`src/hw/mcbm_pkg.sv`:
```
// constants, carriers and states shared by the collision/backoff engine and its buffer
// assumes one 40 MHz core clock and a synchronous active-high reset
package mcbm_pkg;

	// ****************************************
	// clocking
	// ****************************************
	localparam int unsigned CLK_HZ = 40_000_000;
	localparam int unsigned REF_HZ = 20_000_000;
	localparam int unsigned REF_DIV = 2;
	localparam int unsigned BIT_HZ = REF_HZ / REF_DIV;
	localparam int unsigned CYC_PER_REF = CLK_HZ / REF_HZ;
	localparam int unsigned CYC_PER_BIT = CLK_HZ / BIT_HZ;
	localparam int unsigned BIT_NS = 1_000_000_000 / BIT_HZ;

	// ****************************************
	// frame timing, in bit times
	// ****************************************
	localparam int unsigned PREAMBLE_BITS = 64;
	localparam int unsigned DELIM_FIRST_ONE = 62;
	localparam int unsigned JAM_BITS = 32;
	localparam int unsigned SLOT_BITS = 512;
	localparam int unsigned MAX_ATTEMPTS = 16;
	localparam int unsigned BACKOFF_LIMIT = 10;
	localparam int unsigned GAP_NS = 9600;
	localparam int unsigned GAP_BITS = (GAP_NS + BIT_NS - 1) / BIT_NS;
	localparam logic [6:0] PRE_LAST = 7'(PREAMBLE_BITS - 1);
	localparam logic [6:0] DELIM_ONE = 7'(DELIM_FIRST_ONE);
	localparam logic [6:0] JAM_LAST = 7'(JAM_BITS - 1);
	localparam logic [9:0] SLOT_CNT = 10'(SLOT_BITS);
	localparam logic [8:0] SLOT_LAST = 9'(SLOT_BITS - 1);
	localparam logic [6:0] GAP_CNT = 7'(GAP_BITS);
	localparam logic [4:0] K_LIMIT = 5'(BACKOFF_LIMIT);
	localparam logic [2:0] BYTE_LAST = 3'h7;

	// ****************************************
	// receive side
	// ****************************************
	localparam int unsigned RX_HOLD_BITS = 2;
	localparam logic [3:0] RX_HOLD_CYC = 4'(RX_HOLD_BITS * CYC_PER_BIT);
	localparam logic [2:0] RX_MIN_PULSE = 3'h2;
	localparam logic [3:0] LOCK_PATTERN = 4'ha;

	// ****************************************
	// generator and buffer
	// ****************************************
	localparam logic [15:0] LFSR_SEED = 16'hace1;
	localparam logic [15:0] LFSR_TAPS = 16'hb400;
	localparam int unsigned BUF_ENTRIES = 2;

	typedef struct packed {
		logic [7:0] data;
		logic last;
	} mcbm_byte_s;

	typedef struct packed {
		logic done;
		logic one_retry;
		logic multi_retry;
		logic retry_failure_flag;
		logic late_collision_flag;
	} mcbm_status_s;

	typedef enum logic [2:0] {
		ST_DEFER,
		ST_PRE,
		ST_DATA,
		ST_JAM,
		ST_BACKOFF
	} mcbm_state_e;

endpackage : mcbm_pkg

```
`src/hw/mcbm_buf.sv`:
```
// small synchronous fifo in the transmit byte path
// assumes the filling and draining sides share the core clock
module mcbm_buf #(
	parameter int unsigned WIDTH = 9,
	parameter int unsigned DEPTH = 2
) (
	input wire logic core_clk,
	input wire logic rst,
	input wire logic clr,
	input wire logic [WIDTH-1:0] in_data,
	input wire logic in_valid,
	output logic in_ready,
	output logic [WIDTH-1:0] out_data,
	output logic out_valid,
	input wire logic out_ready
);
	import mcbm_pkg::*;

	localparam int unsigned AW = (DEPTH > 1) ? $clog2(DEPTH) : 1;

	if (DEPTH < 2 || (DEPTH & (DEPTH - 1)) != 0)
		$error("mcbm_buf depth must be a power of two, at least two");

	logic [WIDTH-1:0] mem [DEPTH];
	logic [AW:0] wr_ptr_reg;
	logic [AW:0] rd_ptr_reg;
	logic push;
	logic pop;

	assign in_ready = (wr_ptr_reg - rd_ptr_reg) != (AW + 1)'(DEPTH);
	assign out_valid = wr_ptr_reg != rd_ptr_reg;
	assign push = in_valid && in_ready;
	assign pop = out_valid && out_ready;
	assign out_data = mem[rd_ptr_reg[AW-1:0]];

	always_ff @(posedge core_clk) begin
		if (push)
			mem[wr_ptr_reg[AW-1:0]] <= in_data;
	end

	// clear drops everything, including a word pushed in the same cycle
	always_ff @(posedge core_clk) begin
		if (rst || clr) begin
			wr_ptr_reg <= '0;
			rd_ptr_reg <= '0;
		end else begin
			if (push)
				wr_ptr_reg <= wr_ptr_reg + 1'b1;
			if (pop)
				rd_ptr_reg <= rd_ptr_reg + 1'b1;
		end
	end

endmodule : mcbm_buf

```
`src/hw/mcbm_top.sv`:
```
// transmit collision handling, backoff and the digital manchester codec
// assumes col_pin and diff_rx_inputs are asynchronous levels from the analog front end
module mcbm_top #(
	parameter int unsigned MAX_TRIES = mcbm_pkg::MAX_ATTEMPTS,
	parameter int unsigned BUF_DEPTH = mcbm_pkg::BUF_ENTRIES
) (
	input wire logic core_clk,
	input wire logic rst,
	input wire mcbm_pkg::mcbm_byte_s tx_in,
	input wire logic tx_in_valid,
	output logic tx_in_ready,
	output logic frame_rewind,
	output logic frame_flush,
	output mcbm_pkg::mcbm_status_s tx_status,
	input wire logic disable_retry_bit,
	input wire logic tx_idle_select,
	input wire logic alt_backoff_mode,
	input wire logic col_pin,
	input wire logic diff_rx_inputs,
	output logic tx_pos,
	output logic tx_neg,
	output logic internal_rx_carrier,
	output logic rx_clock_locked,
	output logic rx_bit,
	output logic rx_bit_valid
);
	import mcbm_pkg::*;

	if (MAX_TRIES < 2 || MAX_TRIES > 16)
		$error("mcbm_top attempt limit must lie between 2 and 16");
	if (CYC_PER_REF != 2 || REF_DIV != 2)
		$error("mcbm_top divider needs two core cycles per reference tick");

	localparam logic [3:0] TRY_LAST = 4'(MAX_TRIES - 1);

	// ****************************************
	// helpers
	// ****************************************
	function automatic logic pre_bit(input logic [6:0] idx);
		pre_bit = (idx >= DELIM_ONE) | ~idx[0];
	endfunction : pre_bit

	function automatic logic [9:0] backoff_mask(input logic [4:0] n);
		logic [4:0] k;
		k = (n > K_LIMIT) ? K_LIMIT : n;
		backoff_mask = 10'((11'h1 << k) - 11'h1);
	endfunction : backoff_mask

	// ****************************************
	// declarations
	// ****************************************
	logic ref_cnt_reg;
	logic ref_en;
	logic tx_clk_reg;
	logic bit_en;
	logic col_s1_reg;
	logic col_s2_reg;
	logic rx_s1_reg;
	logic rx_s2_reg;
	logic rx_s3_reg;
	mcbm_state_e state_reg;
	logic [6:0] bit_cnt_reg;
	logic [9:0] data_cnt_reg;
	logic [2:0] bidx_reg;
	logic [7:0] sh_reg;
	logic cur_last_reg;
	logic col_pend_reg;
	logic late_reg;
	logic [3:0] tries_reg;
	logic [9:0] backoff_left_reg;
	logic [8:0] slot_cnt_reg;
	logic [6:0] gap_cnt_reg;
	logic [15:0] lfsr_reg;
	logic internal_tx_enable;
	logic internal_tx_serial_data;
	logic tx_en_q_reg;
	logic tx_dat_q_reg;
	logic col_event;
	logic collided;
	logic gap_done;
	logic buf_clr;
	logic buf_in_ready;
	logic buf_pop;
	logic buf_valid;
	mcbm_byte_s buf_out;
	mcbm_status_s status_reg;
	logic rewind_reg;
	logic flush_reg;
	logic [3:0] rx_hold_reg;
	logic [2:0] rx_run_reg;
	logic [3:0] rx_shift_reg;
	logic rx_edge;
	logic enc_en_ahead;
	logic enc_dat_ahead;
	logic enc_half_ahead;

	// ****************************************
	// clock divider
	// ****************************************
	// 20 MHz reference tick, then divided by two into the bit clock
	assign ref_en = ref_cnt_reg;
	assign bit_en = ref_en && tx_clk_reg;

	always_ff @(posedge core_clk) begin
		if (rst) begin
			ref_cnt_reg <= 1'b0;
			tx_clk_reg <= 1'b0;
		end else begin
			ref_cnt_reg <= ~ref_cnt_reg;
			if (ref_en)
				tx_clk_reg <= ~tx_clk_reg;
		end
	end

	// ****************************************
	// input synchronisers
	// ****************************************
	always_ff @(posedge core_clk) begin
		if (rst) begin
			col_s1_reg <= 1'b0;
			col_s2_reg <= 1'b0;
			rx_s1_reg <= 1'b0;
			rx_s2_reg <= 1'b0;
			rx_s3_reg <= 1'b0;
		end else begin
			col_s1_reg <= col_pin;
			col_s2_reg <= col_s1_reg;
			rx_s1_reg <= diff_rx_inputs;
			rx_s2_reg <= rx_s1_reg;
			rx_s3_reg <= rx_s2_reg;
		end
	end

	// only a collision while our own signal is on the wire counts
	assign col_event = col_s2_reg && tx_en_q_reg;
	assign collided = col_pend_reg || col_event;

	// ****************************************
	// transmit byte buffer
	// ****************************************
	// ready drops during the clear so no word of the old pass survives it
	assign buf_clr = rewind_reg || flush_reg;
	assign tx_in_ready = buf_in_ready && !buf_clr;
	assign buf_pop = bit_en && buf_valid && (
		(state_reg == ST_PRE && bit_cnt_reg == PRE_LAST && !collided) ||
		(state_reg == ST_DATA && !collided && bidx_reg == BYTE_LAST && !cur_last_reg));

	mcbm_buf #(
		.WIDTH($bits(mcbm_byte_s)),
		.DEPTH(BUF_DEPTH)
	) u_buf (
		.core_clk(core_clk),
		.rst(rst),
		.clr(buf_clr),
		.in_data(tx_in),
		.in_valid(tx_in_valid && !buf_clr),
		.in_ready(buf_in_ready),
		.out_data(buf_out),
		.out_valid(buf_valid),
		.out_ready(buf_pop)
	);

	// ****************************************
	// random source
	// ****************************************
	always_ff @(posedge core_clk) begin
		if (rst)
			lfsr_reg <= LFSR_SEED;
		else
			lfsr_reg <= {1'b0, lfsr_reg[15:1]} ^ (lfsr_reg[0] ? LFSR_TAPS : 16'h0000);
	end

	// ****************************************
	// collision latch
	// ****************************************
	always_ff @(posedge core_clk) begin
		if (rst || (state_reg != ST_PRE && state_reg != ST_DATA))
			col_pend_reg <= 1'b0;
		else if (col_event)
			col_pend_reg <= 1'b1;
	end

	// ****************************************
	// interpacket gap
	// ****************************************
	assign gap_done = gap_cnt_reg == GAP_CNT;

	always_ff @(posedge core_clk) begin
		if (rst || internal_tx_enable || tx_en_q_reg)
			gap_cnt_reg <= '0;
		else if (bit_en) begin
			if (internal_rx_carrier) begin
				if (!alt_backoff_mode)
					gap_cnt_reg <= '0;
			end else if (!gap_done)
				gap_cnt_reg <= gap_cnt_reg + 7'h01;
		end
	end

	// ****************************************
	// transmit sequencer
	// ****************************************
	always_ff @(posedge core_clk) begin
		if (rst) begin
			state_reg <= ST_DEFER;
			bit_cnt_reg <= '0;
			data_cnt_reg <= '0;
			bidx_reg <= '0;
			sh_reg <= '0;
			cur_last_reg <= 1'b0;
			late_reg <= 1'b0;
			tries_reg <= '0;
			backoff_left_reg <= '0;
			slot_cnt_reg <= '0;
			internal_tx_enable <= 1'b0;
			internal_tx_serial_data <= 1'b0;
			status_reg <= '0;
			rewind_reg <= 1'b0;
			flush_reg <= 1'b0;
		end else begin
			status_reg <= '0;
			rewind_reg <= 1'b0;
			flush_reg <= 1'b0;
			if (bit_en) begin
				case (state_reg)
					ST_DEFER: begin
						internal_tx_enable <= 1'b0;
						internal_tx_serial_data <= 1'b0;
						if (gap_done && !internal_rx_carrier && buf_valid) begin
							state_reg <= ST_PRE;
							bit_cnt_reg <= '0;
							data_cnt_reg <= '0;
							internal_tx_enable <= 1'b1;
							internal_tx_serial_data <= pre_bit(7'h00);
						end
					end
					ST_PRE: begin
						if (bit_cnt_reg == PRE_LAST) begin
							if (collided) begin
								state_reg <= ST_JAM;
								late_reg <= 1'b0;
								bit_cnt_reg <= '0;
								internal_tx_serial_data <= 1'b0;
							end else begin
								state_reg <= ST_DATA;
								sh_reg <= buf_out.data;
								cur_last_reg <= buf_out.last;
								bidx_reg <= '0;
								internal_tx_serial_data <= buf_out.data[0];
							end
						end else begin
							bit_cnt_reg <= bit_cnt_reg + 7'h01;
							internal_tx_serial_data <= pre_bit(bit_cnt_reg + 7'h01);
						end
					end
					ST_DATA: begin
						if (collided) begin
							state_reg <= ST_JAM;
							late_reg <= data_cnt_reg >= SLOT_CNT;
							bit_cnt_reg <= '0;
							internal_tx_serial_data <= 1'b0;
						end else begin
							if (data_cnt_reg != SLOT_CNT)
								data_cnt_reg <= data_cnt_reg + 10'h001;
							if (bidx_reg != BYTE_LAST) begin
								bidx_reg <= bidx_reg + 3'h1;
								internal_tx_serial_data <= sh_reg[bidx_reg + 3'h1];
							end else if (cur_last_reg || !buf_valid) begin
								// end of frame, or underrun ends it early
								state_reg <= ST_DEFER;
								internal_tx_enable <= 1'b0;
								internal_tx_serial_data <= 1'b0;
								status_reg.done <= 1'b1;
								status_reg.one_retry <= tries_reg == 4'h1;
								status_reg.multi_retry <= tries_reg > 4'h1;
								tries_reg <= '0;
							end else begin
								sh_reg <= buf_out.data;
								cur_last_reg <= buf_out.last;
								bidx_reg <= '0;
								internal_tx_serial_data <= buf_out.data[0];
							end
						end
					end
					ST_JAM: begin
						internal_tx_serial_data <= 1'b0;
						if (bit_cnt_reg != JAM_LAST)
							bit_cnt_reg <= bit_cnt_reg + 7'h01;
						else begin
							internal_tx_enable <= 1'b0;
							if (late_reg) begin
								state_reg <= ST_DEFER;
								status_reg.done <= 1'b1;
								status_reg.late_collision_flag <= 1'b1;
								flush_reg <= 1'b1;
								tries_reg <= '0;
							end else if (disable_retry_bit || tries_reg == TRY_LAST) begin
								state_reg <= ST_DEFER;
								status_reg.done <= 1'b1;
								status_reg.retry_failure_flag <= 1'b1;
								flush_reg <= 1'b1;
								tries_reg <= '0;
							end else begin
								state_reg <= ST_BACKOFF;
								tries_reg <= tries_reg + 4'h1;
								backoff_left_reg <= lfsr_reg[9:0] &
									backoff_mask({1'b0, tries_reg} + 5'h01);
								slot_cnt_reg <= '0;
								rewind_reg <= 1'b1;
							end
						end
					end
					ST_BACKOFF: begin
						if (!(alt_backoff_mode && internal_rx_carrier)) begin
							if (backoff_left_reg == 10'h000)
								state_reg <= ST_DEFER;
							else if (slot_cnt_reg == SLOT_LAST) begin
								slot_cnt_reg <= '0;
								backoff_left_reg <= backoff_left_reg - 10'h001;
							end else
								slot_cnt_reg <= slot_cnt_reg + 9'h001;
						end
					end
					default: state_reg <= ST_DEFER;
				endcase
			end
		end
	end

	assign tx_status = status_reg;
	assign frame_rewind = rewind_reg;
	assign frame_flush = flush_reg;

	// ****************************************
	// manchester encoder
	// ****************************************
	// one bit of latency from the resample; collision sensing uses the same copy
	always_ff @(posedge core_clk) begin
		if (rst) begin
			tx_en_q_reg <= 1'b0;
			tx_dat_q_reg <= 1'b0;
		end else if (bit_en) begin
			tx_en_q_reg <= internal_tx_enable;
			tx_dat_q_reg <= internal_tx_serial_data;
		end
	end

	// outputs are registered from the values that hold in the next cycle
	assign enc_en_ahead = bit_en ? internal_tx_enable : tx_en_q_reg;
	assign enc_dat_ahead = bit_en ? internal_tx_serial_data : tx_dat_q_reg;
	assign enc_half_ahead = ref_en ? ~tx_clk_reg : tx_clk_reg;

	always_ff @(posedge core_clk) begin
		if (rst) begin
			tx_pos <= 1'b0;
			tx_neg <= 1'b0;
		end else begin
			if (enc_en_ahead) begin
				tx_pos <= enc_half_ahead ? enc_dat_ahead : ~enc_dat_ahead;
				tx_neg <= enc_half_ahead ? ~enc_dat_ahead : enc_dat_ahead;
			end else begin
				tx_pos <= tx_idle_select;
				tx_neg <= 1'b0;
			end
		end
	end

	// ****************************************
	// receive carrier and clock acquisition
	// ****************************************
	// short runs are noise; carrier holds for two bit times past the last edge
	assign rx_edge = rx_s2_reg ^ rx_s3_reg;

	always_ff @(posedge core_clk) begin
		if (rst) begin
			rx_run_reg <= '0;
			rx_hold_reg <= '0;
		end else begin
			if (rx_edge)
				rx_run_reg <= '0;
			else if (rx_run_reg != 3'h7)
				rx_run_reg <= rx_run_reg + 3'h1;
			if (rx_edge && (internal_rx_carrier || rx_run_reg >= RX_MIN_PULSE - 3'h1))
				rx_hold_reg <= RX_HOLD_CYC;
			else if (rx_hold_reg != 4'h0)
				rx_hold_reg <= rx_hold_reg - 4'h1;
		end
	end

	assign internal_rx_carrier = rx_hold_reg != 4'h0;

	// bits are taken in the second half-cell on the transmit bit clock
	always_ff @(posedge core_clk) begin
		if (rst || !internal_rx_carrier) begin
			rx_shift_reg <= '0;
			rx_clock_locked <= 1'b0;
			rx_bit <= 1'b0;
			rx_bit_valid <= 1'b0;
		end else begin
			rx_bit_valid <= 1'b0;
			if (bit_en) begin
				rx_shift_reg <= {rx_shift_reg[2:0], rx_s2_reg};
				if ({rx_shift_reg[2:0], rx_s2_reg} == LOCK_PATTERN)
					rx_clock_locked <= 1'b1;
				if (rx_clock_locked) begin
					rx_bit <= rx_s2_reg;
					rx_bit_valid <= 1'b1;
				end
			end
		end
	end

endmodule : mcbm_top

```
`config.mk`:
```
export PLATFORM = sky130hd
export DESIGN_NAME = mcbm_top
export DESIGN_NICKNAME = d
export VERILOG_FILES = /design/src/hw/mcbm_pkg.sv /design/src/hw/mcbm_buf.sv /design/src/hw/mcbm_top.sv
export SDC_FILE = /design/constraint.sdc
export NUM_CORES = 1
export LEC_CHECK = 0
export CAP_MARGIN = 10
export CORE_ASPECT_RATIO = 0.75
export CORE_MARGIN = 2
export CORE_UTILIZATION = 30
export CTS_CLUSTER_DIAMETER = 30
export DETAILED_ROUTE_END_ITERATION = 12
export DONT_BUFFER_PORTS = 1
export SLEW_MARGIN = 20
export SYNTH_ARGS = -nofsm -noshare
export SYNTH_HDL_FRONTEND = slang
export SYNTH_SLANG_ARGS = --single-unit
export TNS_END_PERCENT = 1
```
`constraint.sdc`:
```
create_clock -name core_clk -period 2.4 [get_ports core_clk]
set_clock_uncertainty 0.05 [all_clocks]
set_input_delay 0.12 -clock core_clk [delete_from_list [all_inputs] [get_ports core_clk]]
set_output_delay 0.12 -clock core_clk [all_outputs]
set_load 0.01 [all_outputs]
```
==> metrics.txt, run 1 <==
Area contributors post-synth dfxtp_1 36%, edfxtp_1 8.2%, a21oi_1 3.7%, mux2i_1 3.6%, nor2_1 3.6%; CTS tree built; commonest cells after routing, fill and taps aside 116 x dfxtp_1, 64 x nor2_1, 52 x nand2_1, 50 x buf_4, 48 x a21oi_1; gpl congestion between 0.8 and 0.9; Hold Fails Final Rpt 0; Synth top area share between 30 and 40%; pwr dens approximately 690 mW/mm^2; clock slew at reported path FFs roughly 0.060 ns; Starting Density 30.94%; number of antenna violations at the first check in global routing 0; critical path class reg2reg; port buffer count 0; via count between 5000 and 6000; worst rel slew slack 63.74%; Syn Nets 751; fin crit share about 94%; Hold Path Depth 2; Max Cap Viol 0; worst hold slack about 0.013 ns; Max Clk Rate 444.5 MHz; outcome finished clean; HP Class in2reg; largest net degree at the start of global routing just over 70; number of global-route vias before repair 5130; CP Cell Sequence inv_1 -> ha_1 -> nor3b_4 -> buf_4 -> nand3_1 -> o311a_1 -> nor3_1 -> buf_4 -> mux2i_1; Final Net Count 807; Rows 46; core area ~0.021 sq mm; Die Wd 175.4 um; maximum VDD drop 603.7 uV; Synth area leader dfxtp_1; Setup violations, final 0; CTS max path bufs 2; CP dominant cell by count buf_4; die area 0.02324 sq mm; crit-path leading delay family simple AND/OR/NAND/NOR gates; CP Data Required Time 2.71 ns; slowest stage delay, CP roughly 0.36 ns; WP depth 9; H-Tree Depth 4; warning count from the yosys run 0; crit path DAT 2.56 ns; Post-Syn Area approximately 0.0066 sq mm; wire length per cell 15.13 um; Post-synth EDFFs 18; Residual DRC 0; worst-skew pair later-pin latency ~0.43 ns; share of layout cells above drive strength 1 16.20%; drt total wl 16.22 mm; number of distinct library cells after synthesis 80; Post-Syn Instances 715; TritonCTS Buffers 17; first-pass GRT wire length around 27 mm; number of flip-flops in the largest register 18; Min Clock Period, post-route around 2.2 ns; CP bufs+invs 3; clk root buf clkbuf_16; vias per inst 5.224; RSZ-0062 raised after global routing yes; Initial DRT Pass Iterations 5; Worst setup EP type flop; commonest non-fill, non-tap cell in the layout dfxtp_1; initial detailed-routing violation count roughly 440; R2R cell count 9; post-synthesis sequential area ratio between 40% and 50%; post-CTS setup buffer count 0; max-slew violations 0; Routed Antenna Nets 0; synthesis-to-layout area growth 21.32%; GR Util All Layers roughly 14%; Least-Margin Pin Slew about 0.53 ns; CP max FO 5; Synth Register Bits ~140; detailed placement HPWL between 10 and 15 mm; Reg2Reg Setup Slack between 0.15 and 0.2 ns; clk sinks about 140; CP max-delay cell o311a_1; Synth Area per Inst approximately 9 sq um; leakage power 2.848 nW; Synth Flop Type dfxtp_1; Antenna Cells 0; type of origin of the critical path flop; # IOs 31; Power Total about 5.5 mW; total grt overflow 0; Chip Height approximately 130 um; asr flop ratio synth 0%
## what timing repair did
action,in CTS,in global routing
endpoints found under the hold margin,103,0
hold buffers,16,0
gates resized for setup,0,12
setup endpoints to repair,0,16
## cell usage after synthesis (6+ instances only)
library cell and count:
dfxtp_1 118, nor2_1 64, nand2_1 52, a21oi_1 49, nand3_1 29, o21ai_0 28
inv_1 25, mux2i_1 24, nor3_1 21, clkbuf_1 20, ha_1 19, edfxtp_1 18
nor2b_1 18, a211oi_1 15, xnor2_1 14, or4_1 13, o31ai_1 12, xor2_1 11
nand4_1 10, nor4_1 10, a31oi_1 9, o211ai_1 8, or2_2 7, and2_1 6
or3_1 6
## final timing paths
check | start | endpoint
worst max-delay path | rx_hold_reg[0] | state_reg[2]
worst min-delay path | rst | lfsr_reg[1]
worst max register to register | rx_hold_reg[0] | state_reg[2]
worst min register to register | lfsr_reg[12] | lfsr_reg[11]
## area by class of cell
type                            instances  area, sq um
Inverter                               26        97.59
Fill cell                            2148        13340
Multi-Input combinational cell        522         3488
Tap cell                              288        360.3
Clock buffer                           18        429.2
Timing Repair Buffer                   68        593.1
Clock inverter                         14        140.1
Sequential cell                       136         2908
## cell families after synthesis
logic type / after synthesis / synth area share, %
multiplexers: 27 / 4.488
flip-flops: 136 / 43.93
AND/OR/NAND/NOR: 278 / 22.51
AO/OA/AOI/OAI: 173 / 18.10
adder cells (fa/ha/maj): 19 / 3.598
XOR/XNOR: 25 / 3.314
buffers and inverters: 57 / 4.052
## where the power goes
part	total, mW	leakage, nW	internal (mW)	switching [mW]
registers	2.45	1.13	2.40	0.0532
logic	0.506	1.45	0.214	0.291
clock network	2.56	0.274	1.45	1.10
total	5.51	2.85	4.06	1.45
## metrics by stage
stage	area, sq um	setup TNS, ns	std cells	setup slack, ns	utilization [%]
global placement	7213	0	1024	0.08461	33.78
floorplan	6609	0	715	0.02353	-
CTS	7960	0	1072	0.01612	37.28
detailed placement	7213	0	1024	0.05470	33.78
finish	8016	0	1072	0.1503	37.54
global route	8016	-0.04275	1072	-0.02492	37.54
## layer usage
layer | vias up | track usage [%] | routed length, um
li1 | 2770 | - | -
met1 | 2629 | 22.27 | 8601
met2 | 184 | 18.44 | 6166
met3 | 17 | 4.310 | 1311
met4 | 0 | 4.398 | 138
met5 | - | 0 | 0
No activity file was read; power rests on OpenSTA's default activity.
==> run 2: changes to the inputs <==
- MAX_ROUTING_LAYER: unset -> met4
==> run 2 against run 1 <==
  * Setup slack worse by 0.0088 ns
  * Largest power group unchanged
  * Sequential power is essentially flat
  * Register-to-register slack about the same
  * Via count down 0.16%
  * Clock power about the same
  * Fmax is 0.39% lower
  * Hold slack worse by 0.0020 ns
  * Largest cell class unchanged
==> metrics.txt, run 2 (synthesis gave the netlist of run 1 again) <==
CP max FO 6 (was 5); Final Net Count 807 (unchanged); HP Class in2reg (unchanged); Least-Margin Pin Slew 0.5285 ns (was 0.5288 ns); leakage power 2.848 nW (unchanged); number of global-route vias before repair 5131 (was 5130); core area 0.02135 sq mm (unchanged); Multi-input gate area 0.003488 sq mm (unchanged); GR Util All Layers 14.80% (was 14.35%); H-Tree Depth 4 (unchanged); outcome finished clean (unchanged); gpl congestion 0.8815 (was 0.8674); Hold Path Depth 2 (unchanged); # IOs 31 (unchanged); initial detailed-routing violation count 404 (was 437); drt total wl 16.19 mm (was 16.22 mm); vias per inst 5.215 (was 5.224); clock slew at reported path FFs 0.06 ns (about the same); via count 5591 (was 5600); number of flip-flops in the largest register 18 (unchanged); port buffer count 0 (unchanged); non-filler instance count after layout 1072 (unchanged); detailed placement HPWL 11.29 mm (unchanged); fin crit share 94.10% (was 93.74%); crit path DAT 2.56 ns (about the same); slowest stage delay, CP 0.43 ns (was 0.36 ns); CP Cell Sequence ha_1 -> nor2b_1 -> nand2_1 -> a211o_1 -> or4_1 -> a21oi_1 (was inv_1 -> ha_1 -> nor3b_4 -> buf_4 -> nand3_1 -> o311a_1 -> nor3_1 -> buf_4 -> mux2i_1); maximum VDD drop 604.4 uV (was 603.7 uV); Hold Fails Final Rpt 0 (unchanged); largest net degree at the start of global routing 71 (unchanged); worst-skew pair later-pin latency 0.42 ns (was 0.43 ns); Antenna Cells 0 (unchanged); wire length per cell 15.10 um (was 15.13 um); Power Total 5.505 mW (was 5.510 mW); commonest cells after routing, fill and taps aside 116 x dfxtp_1, 64 x nor2_1, 52 x nand2_1, 50 x buf_4, 48 x a21oi_1 (unchanged); share of layout cells above drive strength 1 16.20% (unchanged); die area 0.02324 sq mm (unchanged); Routed Antenna Nets 0 (unchanged); synthesis-to-layout area growth 21.32% (unchanged); Chip Height 132.5 um (unchanged); Setup violations, final 0 (unchanged); pwr dens 686.7 mW/mm^2 (was 687.3 mW/mm^2); first-pass GRT wire length 26.75 mm (was 26.76 mm); Min Clock Period, post-route 2.258 ns (was 2.250 ns); Post-DP Area 0.007213 sq mm (unchanged); type of origin of the critical path flop (unchanged); total grt overflow 0 (unchanged); Worst setup EP type flop (unchanged); critical path class reg2reg (unchanged); CP max-delay cell nor2b_1 (was o311a_1); Fillers 2148 (unchanged); R2R cell count 6 (was 9); Max Clk Rate 442.8 MHz (was 444.5 MHz); post-route design area 0.008016 sq mm (unchanged); Max Cap Viol 0 (unchanged); Rows 46 (unchanged); CTS max path bufs 2 (unchanged); CTS tree built (unchanged); CP Data Required Time 2.70 ns (was 2.71 ns); worst rel slew slack 63.76% (was 63.74%); Initial DRT Pass Iterations 6 (was 5); post-CTS setup buffer count 0 (unchanged); max-slew violations 0 (unchanged); final core utilization 37.54% (unchanged); number of antenna violations at the first check in global routing 0 (unchanged); clk sinks 136 (unchanged); Starting Density 30.94% (unchanged); clk root buf clkbuf_16 (unchanged); Reg area 0.002908 sq mm (unchanged); commonest non-fill, non-tap cell in the layout dfxtp_1 (unchanged); RSZ-0062 raised after global routing yes (unchanged); Die Wd 175.4 um (unchanged); Placed Instances 1024 (unchanged); TritonCTS Buffers 17 (unchanged); worst hold slack 0.01142 ns (was 0.01338 ns); Residual DRC 0 (unchanged)
## run 2: metrics by stage
step	setup TNS, ns	setup slack, ns
after floorplan	0	0.02353
after global placement	0	0.08461
after detailed placement	0	0.05470
after CTS	0	0.01612
after global routing	-0.04262	-0.02481
final	0	0.1415
## run 2: layout make-up
cell class                      count  area share [%]
Clock inverter                     14           1.748
Timing Repair Buffer               68           7.398
Multi-Input combinational cell    522           43.51
Sequential cell                   136           36.27
Tap cell                          288           4.495
Clock buffer                       18           5.354
Inverter                           26           1.217
## run 2: metal layers
layer  part of all wire (%)  GRT usage [%]
met5                      0              -
met2                     38          18.50
met3                    8.6          4.626
met1                     52          22.21
met4                    1.1          3.981
## run 2: worst paths after layout
| kind | end | slack (ns) | startpoint |
|---|---|---|---|
| setup / recovery | tries_reg[3] | 0.14 | ref_cnt_reg |
| hold reg to reg | lfsr_reg[11] | 0.37 | lfsr_reg[12] |
| setup reg to reg | tries_reg[3] | 0.14 | ref_cnt_reg |
| hold / removal | lfsr_reg[1] | 0.01 | rst |
## run 2: critical path, delay by kind of cell, from the launching register on
family	cells	cell delay [ns]
flip-flops	1	0.34
adder cells (fa/ha/maj)	1	0.31
AO/OA/AOI/OAI	2	0.47
AND/OR/NAND/NOR	3	1.02
## run 2: report_power, final
part	switching (mW)	leakage [nW]	internal, mW
combinational	0.292	1.45	0.214
sequential	0.0534	1.13	2.40
clock	1.10	0.274	1.45
## run 2: timing repair
item,CTS,global route
endpoints found under the hold margin,103,0
endpoints found under the setup margin,0,16
hold buffers,16,0
resized for setup,0,12
